`src/microword_pkg.sv`:
```
// shared constants for the microword control decoder
package microword_pkg;
  localparam int UW_WIDTH          = 96;
  localparam int BIT_BYTE_MODE     = 90;
  localparam int ALU_CTRL_HI       = 86;
  localparam int ALU_CTRL_LO       = 78;
  localparam int BIT_STATUS_N      = 67;
  localparam int BIT_SHIFT_CNT_N   = 66;
  localparam int BIT_BR_TEST_N     = 65;
  localparam int PCU_FUNC_HI       = 64;
  localparam int PCU_FUNC_LO       = 60;
  localparam int PCU_A_HI          = 59;
  localparam int PCU_A_LO          = 57;
  localparam int PCU_B_HI          = 56;
  localparam int PCU_B_LO          = 54;
  localparam int BIT_BUS_REQ       = 53;
  localparam int BIT_MEM_REQ       = 52;
  localparam int BIT_HOLD_N        = 51;
  localparam int BIT_WRITE         = 50;
  localparam int BIT_WORD          = 49;
  localparam int BIT_LITERAL_N     = 48;
  localparam int BIT_ADDR_FROM_ROM = 47;
  localparam int BIT_IO_LOAD       = 46;
  localparam int BIT_IRQ_DIS       = 45;
  localparam int BIT_IRQ_CMD       = 44;
  localparam int BIT_SHIFT_EN      = 43;
  localparam int CTL_HI            = 42;
  localparam int CTL_LO            = 35;
  localparam int BIT_TEST_OE       = 34;
  localparam int CARRY_HI          = 27;
  localparam int CARRY_LO          = 26;
  localparam int TEST_HI           = 25;
  localparam int TEST_LO           = 20;
  localparam int NAC_HI            = 19;
  localparam int NAC_LO            = 16;
  localparam int LIT_HI            = 15;
  // ALU field at reset: destination Y bus only, function forces zero
  localparam logic [8:0] ALU_IDLE_CTRL = 9'h180;
  // wishbone register byte offsets
  localparam logic [7:0] REG_STATUS    = 8'h00;
  localparam logic [7:0] REG_IO_CTRL   = 8'h04;
  localparam logic [7:0] REG_CONTROL   = 8'h08;
  localparam logic [7:0] REG_STALL_CNT = 8'h0C;
  localparam logic [7:0] IO_CTRL_RESET = 8'h00;
  localparam int CTRL_FREEZE_BIT       = 0;
  // carry-in select codes
  localparam logic [1:0] CARRY_ZERO    = 2'h0;
  localparam logic [1:0] CARRY_ONE     = 2'h1;
  localparam logic [1:0] CARRY_PASS    = 2'h2;
  localparam logic [1:0] CARRY_STATUS  = 2'h3;
  typedef enum logic [1:0] {
    BUS_IDLE    = 2'b00,
    BUS_WAIT    = 2'b01,
    BUS_GRANTED = 2'b11
  } bus_state_t;
endpackage
```
`src/microword_control_decode.sv`:
```
// microword pipeline register and lower-field control decoder
//
// The register offsets and the Wishbone interface to the registers are this design's own decisions.
`timescale 1ns/1ps
// Behaviour
// (RULE1) bit 67 low drives status word onto ALU operand bus
// (RULE2) bit 66 low puts instruction bits 3..0 on sequencer direct input
// (RULE3) bit 65 low routes instruction bits 7..4 to status test select
// (RULE4) bits 64..60 drive pc unit function; 4,5,8,A3 zero; 6 copies 7
// (RULE5) bits 59..57 and 56..54 give pc unit A and B addresses
// (RULE6) bit 53 raises bus request a cycle ahead of memory use
// (RULE7) next microword halts until bus acknowledge arrives
// (RULE8) bit 52 raises a one-cycle memory request
// (RULE9) bit 51 low holds the bus request and keeps bus ownership
// (RULE10) bit 50 high means write, low means read
// (RULE11) bit 49 word or byte; address bit 0 picks the byte
// (RULE12) bit 48 low drives microword literal onto ALU operand bus
// (RULE13) bit 47 selects ALU addresses from microword or instruction
// (RULE14) bit 46 loads io control register from bits 42..35
// (RULE15) bit 45 stops interrupt recognition
// (RULE16) bit 44 enables interrupt command from bits 35..38
// (RULE17) bit 43 shift enable; shift controls from bits 35..39
// (RULE18) bits 42..35 shared field, meaning set by strobes 47..43
// (RULE19) bit 34 gates test result onto sequencer condition input
// (RULE20) test field evaluated in status unit and eight-input selector
// (RULE21) bits 19..16 drive sequencer instruction inputs
// (RULE22) bits 15..0 serve as branch address and literal
// (RULE23) idle ALU code forces zero output and writes nothing
// (RULE24) carry control field sets carry into lowest ALU slice
// (RULE25) bit 90 high runs byte mode, upper slices blocked
// (RULE26) pipeline register holds while a bus grant is awaited
// (RULE27) at most one source drives the ALU operand bus
module microword_control_decode #(
  parameter int UW = microword_pkg::UW_WIDTH
) (
  input  wire logic                 core_clk,
  input  wire logic                 rst,
  input  wire logic [UW-1:0]        microword_next,
  input  wire logic [15:0]          instr_reg,
  input  wire logic [15:0]          status_word,
  input  wire logic                 status_test_result,
  input  wire logic [7:0]           test_mux_inputs,
  input  wire logic                 status_carry,
  input  wire logic                 carry_pass_in,
  input  wire logic                 mem_addr_lsb,
  input  wire logic                 bus_ack,
  output logic                      pipe_advance,
  output logic [15:0]               operand_bus,
  output logic                      operand_bus_drive,
  output logic                      status_word_to_operand_n,
  output logic                      literal_to_operand_n,
  output logic                      shift_count_to_sequencer_n,
  output logic [15:0]               seq_direct_in,
  output logic                      branch_test_from_instr_n,
  output logic [3:0]                status_test_sel,
  output logic [8:0]                pc_unit_func_bits,
  output logic [3:0]                pc_unit_a_addr,
  output logic [3:0]                pc_unit_b_addr,
  output logic                      bus_request,
  output logic                      bus_hold_n,
  output logic                      memory_request,
  output logic                      mem_write,
  output logic                      mem_word_not_byte,
  output logic                      mem_byte_hi_sel,
  output logic                      mem_byte_lo_sel,
  output logic [3:0]                alu_a_addr,
  output logic [3:0]                alu_b_addr,
  output logic [8:0]                alu_ctrl,
  output logic                      alu_carry_in,
  output logic                      upper_slices_enable,
  output logic [7:0]                io_control,
  output logic                      io_control_load,
  output logic                      irq_recognition_disable,
  output logic                      irq_ctrl_cmd_enable,
  output logic [3:0]                irq_ctrl_cmd,
  output logic                      shift_link_enable,
  output logic [4:0]                shift_ctrl,
  output logic [7:0]                shared_control_field,
  output logic                      test_output_enable,
  output logic [5:0]                test_code,
  output logic [2:0]                test_mux_sel,
  output logic                      seq_condition,
  output logic [3:0]                next_address_control,
  input  wire logic                 wb_cyc_i,
  input  wire logic                 wb_stb_i,
  input  wire logic                 wb_we_i,
  input  wire logic [7:0]           wb_adr_i,
  input  wire logic [3:0]           wb_sel_i,
  input  wire logic [31:0]          wb_dat_i,
  output logic [31:0]               wb_dat_o,
  output logic                      wb_ack_o
);
  import microword_pkg::*;

  logic [UW-1:0] pipe;
  bus_state_t    bus_state;
  logic          stalled;
  logic          freeze;
  logic [31:0]   stall_count;
  logic [15:0]   literal;
  logic          addr_from_rom;
  logic [7:0]    addr_src;
  logic          wb_req;
  logic [31:0]   next_dat;

  assign literal = pipe[LIT_HI:0]; // RULE22

  // the word after a bus request waits here until acknowledge
  assign stalled      = (bus_state == BUS_WAIT) && !bus_ack; // RULE7
  assign pipe_advance = !stalled && !freeze;

  always_ff @(posedge core_clk) begin
    if (rst) begin
      pipe <= '0;
      pipe[BIT_STATUS_N]    <= 1'b1;
      pipe[BIT_SHIFT_CNT_N] <= 1'b1;
      pipe[BIT_BR_TEST_N]   <= 1'b1;
      pipe[BIT_HOLD_N]      <= 1'b1;
      pipe[BIT_LITERAL_N]   <= 1'b1;
      pipe[BIT_WORD]        <= 1'b1;
      pipe[ALU_CTRL_HI:ALU_CTRL_LO] <= ALU_IDLE_CTRL; // RULE23
    end else if (pipe_advance) begin // RULE26
      pipe <= microword_next;
    end
  end

  // bus ownership tracking
  always_ff @(posedge core_clk) begin
    if (rst) begin
      bus_state <= BUS_IDLE;
    end else begin
      case (bus_state)
        BUS_IDLE: begin
          if (pipe_advance && pipe[BIT_BUS_REQ]) begin
            bus_state <= BUS_WAIT; // RULE6
          end
        end
        BUS_WAIT: begin
          if (bus_ack) begin
            bus_state <= BUS_GRANTED;
          end
        end
        BUS_GRANTED: begin
          if (pipe_advance && pipe[BIT_BUS_REQ]) begin
            bus_state <= BUS_WAIT;
          end else if (pipe[BIT_HOLD_N]) begin
            bus_state <= BUS_IDLE; // RULE9
          end
        end
        default: bus_state <= BUS_IDLE;
      endcase
    end
  end

  assign bus_hold_n  = pipe[BIT_HOLD_N];
  assign bus_request = pipe[BIT_BUS_REQ] || (bus_state == BUS_WAIT) ||
                       (!pipe[BIT_HOLD_N] && bus_state == BUS_GRANTED); // RULE9

  assign memory_request    = pipe[BIT_MEM_REQ] && pipe_advance; // RULE8
  assign mem_write         = pipe[BIT_WRITE]; // RULE10
  assign mem_word_not_byte = pipe[BIT_WORD]; // RULE11
  assign mem_byte_hi_sel   = !pipe[BIT_WORD] && !mem_addr_lsb; // RULE11
  assign mem_byte_lo_sel   = !pipe[BIT_WORD] && mem_addr_lsb; // RULE11

  // operand bus: literal has priority over status word
  assign literal_to_operand_n     = pipe[BIT_LITERAL_N]; // RULE12
  assign status_word_to_operand_n = pipe[BIT_STATUS_N] ||
                                    !pipe[BIT_LITERAL_N]; // RULE27
  assign operand_bus_drive = !literal_to_operand_n ||
                             !status_word_to_operand_n;
  always_comb begin
    if (!literal_to_operand_n) begin
      operand_bus = literal; // RULE12
    end else if (!status_word_to_operand_n) begin
      operand_bus = status_word; // RULE1
    end else begin
      operand_bus = 16'h0000;
    end
  end

  assign shift_count_to_sequencer_n = pipe[BIT_SHIFT_CNT_N];
  assign seq_direct_in = pipe[BIT_SHIFT_CNT_N] ? literal :
                         {12'h000, instr_reg[3:0]}; // RULE2
  assign branch_test_from_instr_n = pipe[BIT_BR_TEST_N];
  assign status_test_sel = pipe[BIT_BR_TEST_N] ? pipe[TEST_LO+3:TEST_LO] :
                           instr_reg[7:4]; // RULE3

  assign pc_unit_func_bits = {1'b0, pipe[PCU_FUNC_HI], pipe[PCU_FUNC_HI],
                              2'b00, pipe[PCU_FUNC_HI-1:PCU_FUNC_LO]}; // RULE4
  assign pc_unit_a_addr = {1'b0, pipe[PCU_A_HI:PCU_A_LO]}; // RULE5
  assign pc_unit_b_addr = {1'b0, pipe[PCU_B_HI:PCU_B_LO]}; // RULE5

  // high selects the microword field, low the instruction register
  assign addr_from_rom = pipe[BIT_ADDR_FROM_ROM];
  assign addr_src   = addr_from_rom ? pipe[CTL_HI:CTL_LO] :
                      instr_reg[7:0]; // RULE13
  assign alu_a_addr = addr_src[3:0];
  assign alu_b_addr = addr_src[7:4];

  assign alu_ctrl            = pipe[ALU_CTRL_HI:ALU_CTRL_LO];
  assign upper_slices_enable = !pipe[BIT_BYTE_MODE]; // RULE25

  always_comb begin
    case (pipe[CARRY_HI:CARRY_LO])
      CARRY_ZERO:   alu_carry_in = 1'b0; // RULE24
      CARRY_ONE:    alu_carry_in = 1'b1;
      CARRY_PASS:   alu_carry_in = carry_pass_in;
      CARRY_STATUS: alu_carry_in = status_carry;
      default:      alu_carry_in = 1'b0;
    endcase
  end

  assign shared_control_field    = pipe[CTL_HI:CTL_LO]; // RULE18
  assign io_control_load         = pipe[BIT_IO_LOAD] && pipe_advance;
  assign irq_recognition_disable = pipe[BIT_IRQ_DIS]; // RULE15
  assign irq_ctrl_cmd_enable     = pipe[BIT_IRQ_CMD] && pipe_advance;
  assign irq_ctrl_cmd            = pipe[CTL_LO+3:CTL_LO]; // RULE16
  assign shift_link_enable       = pipe[BIT_SHIFT_EN] && pipe_advance;
  assign shift_ctrl              = pipe[CTL_LO+4:CTL_LO]; // RULE17

  assign test_output_enable = pipe[BIT_TEST_OE];
  assign test_code          = pipe[TEST_HI:TEST_LO];
  assign test_mux_sel       = pipe[TEST_LO+2:TEST_LO]; // RULE20
  // test bit 3 picks the status unit result over the selector
  assign seq_condition = test_output_enable &&
                         (pipe[TEST_LO+3] ? status_test_result :
                          test_mux_inputs[test_mux_sel]); // RULE19
  assign next_address_control = pipe[NAC_HI:NAC_LO]; // RULE21

  // wishbone slave, one wait state, ack pulse of one cycle
  assign wb_req = wb_cyc_i && wb_stb_i && !wb_ack_o;

  always_ff @(posedge core_clk) begin
    if (rst) begin
      wb_ack_o <= 1'b0;
    end else begin
      wb_ack_o <= wb_req;
    end
  end

  // microword load wins over a software write in the same cycle
  always_ff @(posedge core_clk) begin
    if (rst) begin
      io_control <= IO_CTRL_RESET;
    end else if (io_control_load) begin
      io_control <= pipe[CTL_HI:CTL_LO]; // RULE14
    end else if (wb_req && wb_we_i && wb_adr_i == REG_IO_CTRL &&
                 wb_sel_i[0]) begin
      io_control <= wb_dat_i[7:0];
    end
  end

  always_ff @(posedge core_clk) begin
    if (rst) begin
      freeze <= 1'b0;
    end else if (wb_req && wb_we_i && wb_adr_i == REG_CONTROL &&
                 wb_sel_i[0]) begin
      freeze <= wb_dat_i[CTRL_FREEZE_BIT];
    end
  end

  always_ff @(posedge core_clk) begin
    if (rst) begin
      stall_count <= 32'h0000_0000;
    end else if (wb_req && wb_we_i && wb_adr_i == REG_STALL_CNT) begin
      stall_count <= 32'h0000_0000;
    end else if (stalled) begin
      stall_count <= stall_count + 32'h0000_0001;
    end
  end

  always_comb begin
    case (wb_adr_i)
      REG_STATUS:    next_dat = {28'h0000000, bus_state, stalled, freeze};
      REG_IO_CTRL:   next_dat = {24'h000000, io_control};
      REG_CONTROL:   next_dat = {31'h00000000, freeze};
      REG_STALL_CNT: next_dat = stall_count;
      default:       next_dat = 32'h0000_0000;
    endcase
  end

  always_ff @(posedge core_clk) begin
    if (rst) begin
      wb_dat_o <= 32'h0000_0000;
    end else if (wb_req && !wb_we_i) begin
      wb_dat_o <= next_dat;
    end
  end
endmodule

```
`config.mk`:
```
export PLATFORM = sky130hd
export DESIGN_NAME = microword_control_decode
export DESIGN_NICKNAME = d
export VERILOG_FILES = /design/src/microword_pkg.sv /design/src/microword_control_decode.sv
export SDC_FILE = /design/constraint.sdc
export NUM_CORES = 1
export LEC_CHECK = 0
export BUFFER_PORTS_ARGS = -buffer_cell sky130_fd_sc_hd__buf_2
export CELL_PAD_IN_SITES_DETAIL_PLACEMENT = 1
export CELL_PAD_IN_SITES_GLOBAL_PLACEMENT = 1
export CORE_MARGIN = 5
export CORE_UTILIZATION = 29
export DETAILED_ROUTE_END_ITERATION = 8
export PLACE_DENSITY = 0.76
export SLEW_MARGIN = 5
export SYNTH_ARGS = -nofsm -noshare
export SYNTH_HDL_FRONTEND = slang
export SYNTH_SLANG_ARGS = --single-unit
```
`constraint.sdc`:
```
create_clock -name core_clk -period 2 [get_ports core_clk]
set_clock_uncertainty 0.1 [all_clocks]
set_input_delay 0.2 -clock core_clk [delete_from_list [all_inputs] [get_ports core_clk]]
set_output_delay 0.2 -clock core_clk [all_outputs]
set_load 0.02 [all_outputs]
```
Word level (Yosys, flattened, before mapping)
Cells that the tools add are included.

Bits in read-only memories: 0. Latch bits: 0. Output and inout port bits: 162. Memory bits (writable): 0. Flip-flop bits (word level): 167. Memories kept: 0. Word-level logic and storage cells: 78. Bits of input ports: 190.

Divide/modulo/power cells: 0. $lt $le $gt $ge: 1. Shifts and indexed selects: 0. Add/subtract/negate cells: 1. $mul: 0. Bitwise logic cells: 0. Eq/ne operators: 11. Reduce and logical (&&, ||, !) cells: 41. Mux-type cells: 17.

Operators with widths (count): 32-bit one-hot mux with 4 select lines (1); 16-bit 2-to-1 mux (3); 32-bit by 1-bit adder with 32-bit output, second input constant (1); 8-bit 2-to-1 mux (3); 1-bit logical AND (20); 8-bit by 4-bit == test with 1-bit output, second input constant (2); 1-bit zero test (11); 8-bit by 3-bit == test with 1-bit output, second input constant (1); 8-bit zero test (1); 2-bit 2-to-1 mux (4); 2-bit == test, second input constant (3); 2-bit one-hot mux with 3 select lines (1); 2-bit by 1-bit == test with 1-bit output, second input constant (2); 2-bit zero test (2); 1-bit logical OR (4); 3-bit by 4-bit < comparator with 1-bit output, second input constant (1); 4-bit 2-to-1 mux (1); 2-bit inequality test, second input constant (2); 1-bit one-hot mux with 4 select lines (1); 1-bit binary-select mux with 3-bit select (1); 3-bit inequality test, second input constant (1); 3-bit AND reduction (1); 1-bit 2-to-1 mux (2); 2-bit nonzero test (1); 2-bit OR reduction (1).

Longest topological paths before layout
Gate-level depths: netlist (run 1).

Depth in word-level cells: 7. Mapped depth: 8. Mapped depth without buffers: 5.

Least setup slack after synthesis (run 1)
OpenSTA, ideal clock, no wires.

Kind: reg-to-reg. From: register bus_state[1]. To: register pipe[64]. Path buffers: 3. Setup slack: -0.024 ns. Library setup time: 0.132 ns. Period minus slack after synthesis: 2.024 ns. Stages on the path, launching flop included: 9. Required time: 1.768 ns. Data arrival time: 1.792 ns. Path through: dfxtp_1 -> clkbuf_1 -> or3b_2 -> clkbuf_1 -> nand2_1 -> inv_2 -> buf_1 -> nand2_1 -> a21oi_1.

Cells in the longest elaborated chain, start to end: 4.

Ends and longest elaborated chain: start: declaration (RTL line microword_control_decode.sv:96) `bus_state_t bus_state;`; start signal: assignment (RTL line microword_control_decode.sv:130) `bus_state <= BUS_IDLE;`; start signal: assignment (RTL line microword_control_decode.sv:135) `bus_state <= BUS_WAIT;`; start signal: assignment (RTL line microword_control_decode.sv:140) `bus_state <= BUS_GRANTED;`; 2-bit by 1-bit == test with 1-bit output (RTL line microword_control_decode.sv:109) `assign stalled = (bus_state == BUS_WAIT) && !bus_ack;`; 1-bit logical AND (RTL line microword_control_decode.sv:109); 1-bit zero test (RTL line microword_control_decode.sv:110) `assign pipe_advance = !stalled && !freeze;`; 1-bit logical AND (RTL line microword_control_decode.sv:110); net pipe_advance (RTL line microword_control_decode.sv:47) `output logic pipe_advance,`; end signal: assignment (RTL line microword_control_decode.sv:123) `pipe <= microword_next;`; end: declaration (RTL line microword_control_decode.sv:95) `logic [UW-1:0] pipe;`.

The timed path passes the listed nets, and every way through them passes these cells. A chain may end at the register's enable or synchronous reset.

Worst setup path after layout (run 1)
From: register pipe[20]. To: output seq_condition.

Cells in the longest elaborated chain, start to end: 4.

Ends and longest elaborated chain: 1-bit binary-select mux with 3-bit select (RTL line microword_control_decode.sv:227) `test_mux_inputs[test_mux_sel]);`; 1-bit 2-to-1 mux (not written as such) (RTL line microword_control_decode.sv:227); 1-bit 2-to-1 mux (RTL line microword_control_decode.sv:226) `(pipe[TEST_LO+3] ? status_test_result :`; 1-bit logical AND (RTL line microword_control_decode.sv:225) `assign seq_condition = test_output_enable &&`; end: declaration (RTL line microword_control_decode.sv:82) `output logic seq_condition,`.

No other way between the ends. The select of a mux whose other input is x is not followed.

==> results.md, run 1 <==
Route:
- The per-cell via count in the routed design is 4.89.
- The remaining design rule violation count is 0.
- The number of detailed-routing iterations run before antenna repair is 4.
- The post-detailed-routing wire length is 28100 um.
- The mean routed wirelength per cell is 18.3 um.
- The count of nets left with antenna violations once routing finished came out at 0.
- The first-iteration detailed-routing DRC count is 308.
- The final route contains 7496 vias.

Place:
- The congestion estimate from routability-driven global placement came to 0.864.
- The worst slack after detailed placement is -0.0274 ns.
- The number of buffers added on ports is 287.
- The wire-length estimate of the detail-placed layout is 19000 um.

STA:
- The maximum clock rate is 498 MHz.
- The count of endpoints failing hold in the final timing report is 0.
- The post-route worst hold slack is 0.0285 ns.
- The count of final max-slew check failures was 0.
- Setup violations remaining at the end of the flow were counted as 1.
- Headroom to the max-slew limit came out at 0.664.
- For the pin with the worst max-slew slack, the measured transition is 0.504 ns.
- The setup TNS is -0.00626 ns.
- Setup repair after global routing could not meet its margin everywhere.
- Setup slack on the critical path of the routed design comes to -0.00626 ns.
- The final worst-path cycle share is 1.00.
- The final period demand of the worst path is 2.01 ns.

Setup path:
- The maximum fanout encountered on the critical timing path is 4.
- By startpoint and endpoint, the worst setup path is classified as reg -> out.
- The critical path's top delay family is multiplexers.
- Traced cell by cell, the critical path runs through mux4_2 > mux2i_1 > a21oi_1 > buf_2.
- The maximum cell stage delay along the critical path is 0.51 ns.
- The element type at the critical path start is a register.
- STA puts the critical path data arrival time at 1.71 ns.
- The slowest stage of the critical path belongs to the cell mux4_2.
- STA classifies the critical path endpoint as a primary output.
- Data on the critical path is required at its endpoint by 1.70 ns.
- The total buffers and inverters traversed by the critical path is 1.

Pwr:
- The worst-case IR drop observed on VDD is 500 uV.
- The static leakage is 4.65 nW.
- Of the total power, the clock network draws 0.446.
- The power density over the cells is 780 nW/um^2.
- The share of total power dissipated in sequential elements is 0.397.
- Of the total power, combinational logic draws 0.158.
- Of the total power, the share spent switching nets is 0.270.
- The internal portion of the total power is 5.86 mW.
- The analysis attributes to net switching a power of 2.16 mW.

Synthesis:
- The number of flops mapped to enable cells by yosys is 0.
- In the synthesized netlist the async set-or-reset flop fraction comes to 0.
- Of the synthesized area, sequential elements account for 0.429.
- The flop and latch count out of synthesis is 148.
- The library cell occupying the most area in the post-synthesis netlist is dfxtp_1.
- The post-synthesis cell count is 859.
- Yosys printed 0 warnings.
- The area share of the largest cell type after synthesis is 0.429.
- The dominant synthesized flop cell is dfxtp_1.
- The cell area after technology mapping is 6910 um^2.
- After synthesis, the cell types taking the most area are dfxtp_1, nand2_1, a21oi_1.
- The synthesized netlist contains 50 unique library cells.
- After synthesis, the mean cell area works out to 8.04 um^2.

Cells and area:
- The fraction of final layout cells with drive strength greater than 1 is 0.364.
- Compared with the post-synthesis result, the final layout area differs by 49.0%.
- For this run, the post-layout net count is 1392.
- In the final layout, the multi-input gates occupy 3290 um^2.
- The area used by sequential logic in the layout is 2980 um^2.
- The count of fill cells added during filler insertion is 2870.

Die:
- The area of the die is 27000 um^2.
- The horizontal die dimension is 164 um.
- In this run the standard cell core region covers 23500 um^2.
- The initialized floorplan defines 56 standard-cell rows.
- The initial standard-cell utilization of the core is 0.294.
- The floorplan step set the die height to 164 um.
- The number of top-level pins is 352.

Global routing:
- The initial antenna violation count is 1.
- In the global route stage, met2 resource usage came out at 0.359.
- Entering global routing, the biggest net connects 58 pins.
- For this run, the total global-route usage over all layers was measured as 0.199.
- The via count of the first global-routing pass is 7936.
- The met3 capacity usage during global routing is 0.0519.
- The global-route wire length before repair is 42500 um.
- The global routing stage identified its most utilized layer as met2.
- In the global route stage, met1 resource usage came out at 0.233.
- The total congestion overflow is 0.

Clocking:
- Counting along the longest clock path gives a buffer depth of 2.
- The root buffer cell chosen for the clock tree is clkbuf_16.
- The number of H-tree levels is 4.
- TritonCTS built the clock tree.
- Counting the buffers created by CTS gives 17.
- For the worst-skew pair, the clock arrives at the later sink with an insertion delay of 0.42 ns.
- After clock tree synthesis, the clock-pin slew on the worst setup and hold paths is 0.07 ns.
- The count of clock tree sinks is 148.

Worst hold path:
- The worst hold path belongs to the class in -> reg.

Status:
- The final reports fail on setup timing.
- The run finished, with violations left.

Flow run:
- Max-cap violations in this run came to 0.
## repair_timing
action,in CTS,in global routing
hold buffers,80,0
buffers inserted,7,2
pin swaps,3,9
hold endpoints to repair,80,0
endpoints found under the setup margin,13,17
cloned,2,0
resized for setup,18,22
## worst paths after layout
check | start | end | slack, ns | depth (start not counted)
setup / recovery | pipe[20] | seq_condition | -0.006 | 4
hold / removal | microword_next[78] | pipe[78] | 0.03 | 3
setup reg to reg | stall_count[6] | stall_count[26] | 0.02 | 5
hold reg to reg | pipe[43] | pipe[43] | 0.35 | 2
## sequential cells by signal (all words and copies together) (netlist names)
register and flops:
wb_dat_o 32, freeze 1, stall_count 32, wb_ack_o 1, bus_state 2, pipe 72, io_control 8
## cell type report
cell class | instances | share of cell area
diodes | 1 | 0.000243
multi-input cells | 576 | 0.319
well taps | 319 | 0.0388
flip-flops and latches | 148 | 0.290
inverters | 27 | 0.00985
clock inverters | 11 | 0.0195
repair buffers | 431 | 0.279
clock buffers | 20 | 0.0434
## worst register-to-register path: cells and delay by family (launching register included)
| kind | cells | cell delay [ns] |
|---|---|---|
| simple gates | 3 | 1.16 |
| buf+inv | 1 | 0.16 |
| compound gates | 1 | 0.15 |
| flops | 1 | 0.35 |
## power groups by stage
stage	Combinational [mW]	Sequential, mW	Clock [mW]
2_1_floorplan	0.693	3.23	0
3_3_place_gp	1.05	3.25	0
3_5_place_dp	1.07	3.25	0
4_1_cts	1.24	3.18	3.66
5_1_grt	1.36	3.20	3.78
6_report	1.26	3.18	3.58
## layer usage
| layer | vias up | share of wire | routed length [um] |
|---|---|---|---|
| met3 | 44 | 0.059 | 1650 |
| met2 | 205 | 0.52 | 14700 |
| li1 | 3581 | - | - |
| met4 | 0 | 0.018 | 509 |
| met5 | - | 0 | 0 |
| met1 | 3666 | 0.40 | 11200 |
## synthesized netlist by cell type (2+ instances only)
library cell,instances
buf_2,8
o21bai_1,8
and2_1,13
mux2i_1,4
o21ai_0,30
nand4bb_1,2
buf_1,3
and4_1,5
and3_1,6
nand3_1,17
inv_1,26
xnor2_1,5
o31ai_1,16
mux4_2,2
a22o_1,3
nand4_1,17
mux2_2,23
or4_1,18
nor2_1,43
a22oi_1,24
nand2_1,187
nand3b_1,9
clkbuf_1,44
nor3_1,3
a31o_2,2
or3_1,5
dfxtp_1,148
a31oi_1,9
or3b_2,2
xor2_1,5
a21oi_1,97
nor2b_1,2
buf_4,56
## kinds of logic (layout without fill, tap and decap cells)
family                     Yosys count  after routing  synth area share
and+or+nand+nor                    339            339             0.235
AOI/OAI and AO/OA                  192            192             0.162
DFF                                148            148             0.429
buffers and inverters              139            489             0.109
muxes                               29             29            0.0498
xor gates and xnor gates            10             10            0.0127
adders and majority gates            1              1           0.00181
other                                1              6          0.000543
## per-stage QoR
step | total power, mW | instance area, um^2 | std cells | utilization
floorplan | 3.92 | 6920 | 863 | -
global placement | 4.30 | 8590 | 1410 | 0.366
detailed placement | 4.32 | 8590 | 1410 | 0.366
CTS | 8.08 | 10200 | 1530 | 0.435
global route | 8.34 | 10300 | 1533 | 0.438
finish | 8.02 | 10300 | 1533 | 0.438
## layout by cell type (no fill, tap or decap), types with 3 or more instances in the layout
cell type | netlist | layout
a21oi_1 | 97 | 90
a21oi_2 | 0 | 7
a22o_1 | 3 | 3
a22oi_1 | 24 | 24
a31oi_1 | 9 | 9
and2_1 | 13 | 13
and3_1 | 6 | 6
and4_1 | 5 | 5
buf_12 | 0 | 7
buf_2 | 8 | 284
buf_4 | 56 | 55
buf_6 | 1 | 3
bufinv_16 | 0 | 5
clkbuf_16 | 0 | 17
clkinv_4 | 0 | 3
conb_1 | 1 | 5
dfxtp_1 | 148 | 139
dfxtp_2 | 0 | 6
dfxtp_4 | 0 | 3
dlygate4sd3_1 | 0 | 80
inv_1 | 26 | 26
mux2_2 | 23 | 23
mux2i_1 | 4 | 4
nand2_1 | 187 | 185
nand3_1 | 17 | 16
nand3b_1 | 9 | 9
nand4_1 | 17 | 17
nor2_1 | 43 | 43
nor3_1 | 3 | 3
o21ai_0 | 30 | 30
o21bai_1 | 8 | 8
o31ai_1 | 16 | 16
or3_1 | 5 | 5
or4_1 | 18 | 11
or4_4 | 0 | 7
xnor2_1 | 5 | 5
xor2_1 | 5 | 5
(Power assumes the default switching activity.)
==> run 2, diff against run 1 <==
--- a/config.mk
+++ b/config.mk
@@ -8,9 +8,9 @@
 export BUFFER_PORTS_ARGS = -buffer_cell sky130_fd_sc_hd__buf_2
 export CELL_PAD_IN_SITES_DETAIL_PLACEMENT = 1
 export CELL_PAD_IN_SITES_GLOBAL_PLACEMENT = 1
-export CORE_MARGIN = 5
 export CORE_UTILIZATION = 29
 export DETAILED_ROUTE_END_ITERATION = 8
+export HOLD_SLACK_MARGIN = 0.1
 export PLACE_DENSITY = 0.76
 export SLEW_MARGIN = 5
 export SYNTH_ARGS = -nofsm -noshare
==> results.md, run 2 (synthesized netlist as in run 1, its figures left out) <==
Status:
- The flow ran to the end, but the final reports show violations.
- The checks that failed: DRC, setup timing.

Pwr:
- Across the VDD grid, the largest voltage drop is 475 uV.
- The fraction of power consumed by sequential logic is 0.400.
- In this run the power spent charging and discharging nets is 2.20 mW.
- The internal power of the cells totals 5.79 mW.
- The combinational power share is 0.158.
- Summed over all cells, the static leakage comes to 4.64 nW.
- Of the total power, the share spent switching nets is 0.275.
- Of the total power, the clock network draws 0.442.
- The power density over the cells is 772 nW/um^2.
- The design draws 7.98 mW.

STA:
- The count of endpoints failing hold in the final timing report is 0.
- Static timing analysis puts the maximum clock frequency at 484 MHz.
- Setup violations remaining at the end of the flow were counted as 1.
- The final worst-path cycle share is 1.03.
- The setup TNS is -0.0674 ns.
- Subtracting the final worst setup slack from the clock period gives 2.07 ns.
- The post-route worst hold slack is 0.128 ns.
- The count of final max-slew check failures is 0.
- Once routing completed, OpenROAD measured the worst setup slack at -0.0674 ns.
- Setup repair after global routing could not meet its margin everywhere.

Worst hold path:
- The worst hold path passes through 2 cells.
- The worst min-delay path startpoint is rst.
- The worst hold endpoint is pipe[43].
- The tightest min-delay check is of the in -> reg type.

Clocking:
- Clock tree synthesis found a total of 148 sinks.
- The number of clock buffers added by TritonCTS is 17.
- The number of buffers on the longest clock path is 2.
- The number of H-tree levels is 4.
- TritonCTS built the clock tree.
- The clock edge transition at the registers on the reported setup and hold paths is 0.06 ns.
- The root buffer cell chosen for the clock tree is clkbuf_16.
- For the worst-skew pair, the clock arrives at the later sink with an insertion delay of 0.42 ns.

Setup path:
- Of all nets on the critical path, the largest fanout is 4.
- The critical path arrival is 1.77 ns.
- The reg-to-reg critical path startpoint is stall_count[3].
- The maximum cell stage delay along the critical path is 0.52 ns.
- The critical path goes through mux4_2 > mux2i_2 > a21oi_1 > buf_4.
- The element type at the critical path start is a register.
- Measured in cells, the most critical reg-to-reg path has a length of 5.
- The worst setup path is captured at a primary output.
- The kind of critical path is reg -> out.
- The register-to-register path setup slack is 0.01 ns.
- Counting both buffers and inverters, the worst setup path holds a total of 1.
- The worst register-to-register path ends at stall_count[27].
- The slowest cell on the critical path is mux4_2.
- For the worst setup path, the data required time is 1.70 ns.
- The critical path's top delay family is multiplexers.

Flow run:
- The number of maximum-capacitance violations is 0.

Place:
- The weighted congestion reported at the end of routability-driven placement is 0.798.
- After legalization and detailed placement, the total HPWL measured 17800 um.
- In this run the tool buffered the top-level ports with 287 buffer cells.
- Before CTS, the worst setup slack after placement is -0.0606 ns.

Global routing:
- The total global-route track usage is 0.209.
- The total congestion overflow is 0.
- The via count of the first global-routing pass is 7520.
- The initial antenna violation count is 0.
- The first global-routing pass estimated 39900 um of wire.
- The maximum number of pins on one net before global-route repair is 54.

Die:
- The die is 156 um wide.
- The die height is 156 um.
- The core outline area is 23400 um^2.
- The area of the die is 24400 um^2.
- The floorplan row count is 56.
- The initial standard-cell utilization of the core is 0.295.
- The number of top-level pins is 352.

Cells and area:
- From synthesis to final layout, the design area changed by 49.7%.
- The fraction of final layout cells with drive strength greater than 1 is 0.368.
- At the end of the flow the core is filled with cells to 0.442.
- The largest registers in the layout are pipe: 72 flops, stall_count: 32 flops, wb_dat_o: 32 flops.
- The register with the most flip-flops in the layout has 72 of them.
- The count of fill cells added during filler insertion is 2841.
- The area used by multi-input combinational logic is 3310 um^2.
- The register with the most flip-flops in the final layout is pipe.
- The top cell types in the final layout, fill and taps aside, are buf_2, nand2_1, dfxtp_1.
- The final net count is 1397.
- The most common cell after layout, fill and taps aside is buf_2.
- Registers take 2980 um^2.

Route:
- The mean routed wirelength per cell is 17.5 um.
- Summing over every cut layer, the via total after detailed routing is 7490.
- The final layout contains routed wiring with a total length of 26900 um.
- The detailed router finished its first iteration with 359 violations.
- For this run, design rule violations remaining after detail routing come to 8.
- The per-cell via count in the routed design is 4.87.
- The pre-antenna-repair detailed-routing pass consisted of 9 iterations.
- Once detail routing completed, the nets flagged for antenna violations numbered 0.
## run 2: stage by stage
step / cell area (um^2) / instances
floorplan: 6920 / 863
global placement: 8600 / 1412
detailed placement: 8600 / 1412
CTS: 10100 / 1531
global route: 10300 / 1538
finish: 10300 / 1539
## run 2: worst max-delay path by stage
stage                    from              end  slack, ns  cells after the start
6_report             pipe[20]    seq_condition      -0.07                      4
5_1_grt              pipe[20]    seq_condition      -0.13                      4
4_1_cts              pipe[20]    seq_condition      -0.03                      4
3_5_place_dp   stall_count[6]  stall_count[29]      -0.06                      5
3_3_place_gp   stall_count[6]  stall_count[28]      -0.02                      5
2_1_floorplan    bus_state[1]  io_control_load       0.01                      6
## run 2: layout make-up
type | count | area share
Multi-Input combinational cell | 576 | 0.320
Sequential cell | 148 | 0.288
Timing Repair Buffer | 435 | 0.277
Clock buffer | 19 | 0.0438
Tap cell | 319 | 0.0386
Clock inverter | 13 | 0.0188
Inverter | 27 | 0.0123
Timing Repair inverter | 1 | 0.00109
Antenna cell | 1 | 0.000242
## run 2: worst register-to-register path: cells and delay by family, from the launching register on
family / cells / cell delay, ns
compound gates: 1 / 0.13
buf+inv: 1 / 0.16
flops: 1 / 0.37
simple gates: 3 / 1.18
## run 2: power groups by stage
stage               Combinational [mW]  Sequential (mW)  Clock [mW]
finish                            1.26             3.19        3.53
global route                      1.35             3.20        3.77
CTS                               1.21             3.18        3.61
detailed placement                1.06             3.25           0
global placement                  1.04             3.25           0
floorplan                        0.693             3.23           0
## run 2: metal layers
metal  vias up  global-route usage  routed length [um]
met2       196               0.367               13700
met5         -                   0                   0
li1       3598                   -                   -
met4         0              0.0663                 452
met3        39              0.0390                1150
met1      3657               0.258               11600
## run 2: what timing repair did
item | 4_1_cts | 5_1_grt
hold endpoints to repair | 83 | 0
setup buffers | 5 | 5
hold buffers | 83 | 0
pin swaps | 3 | 15
gates cloned | 0 | 2
gates resized for setup | 13 | 42
setup endpoints to repair | 13 | 23
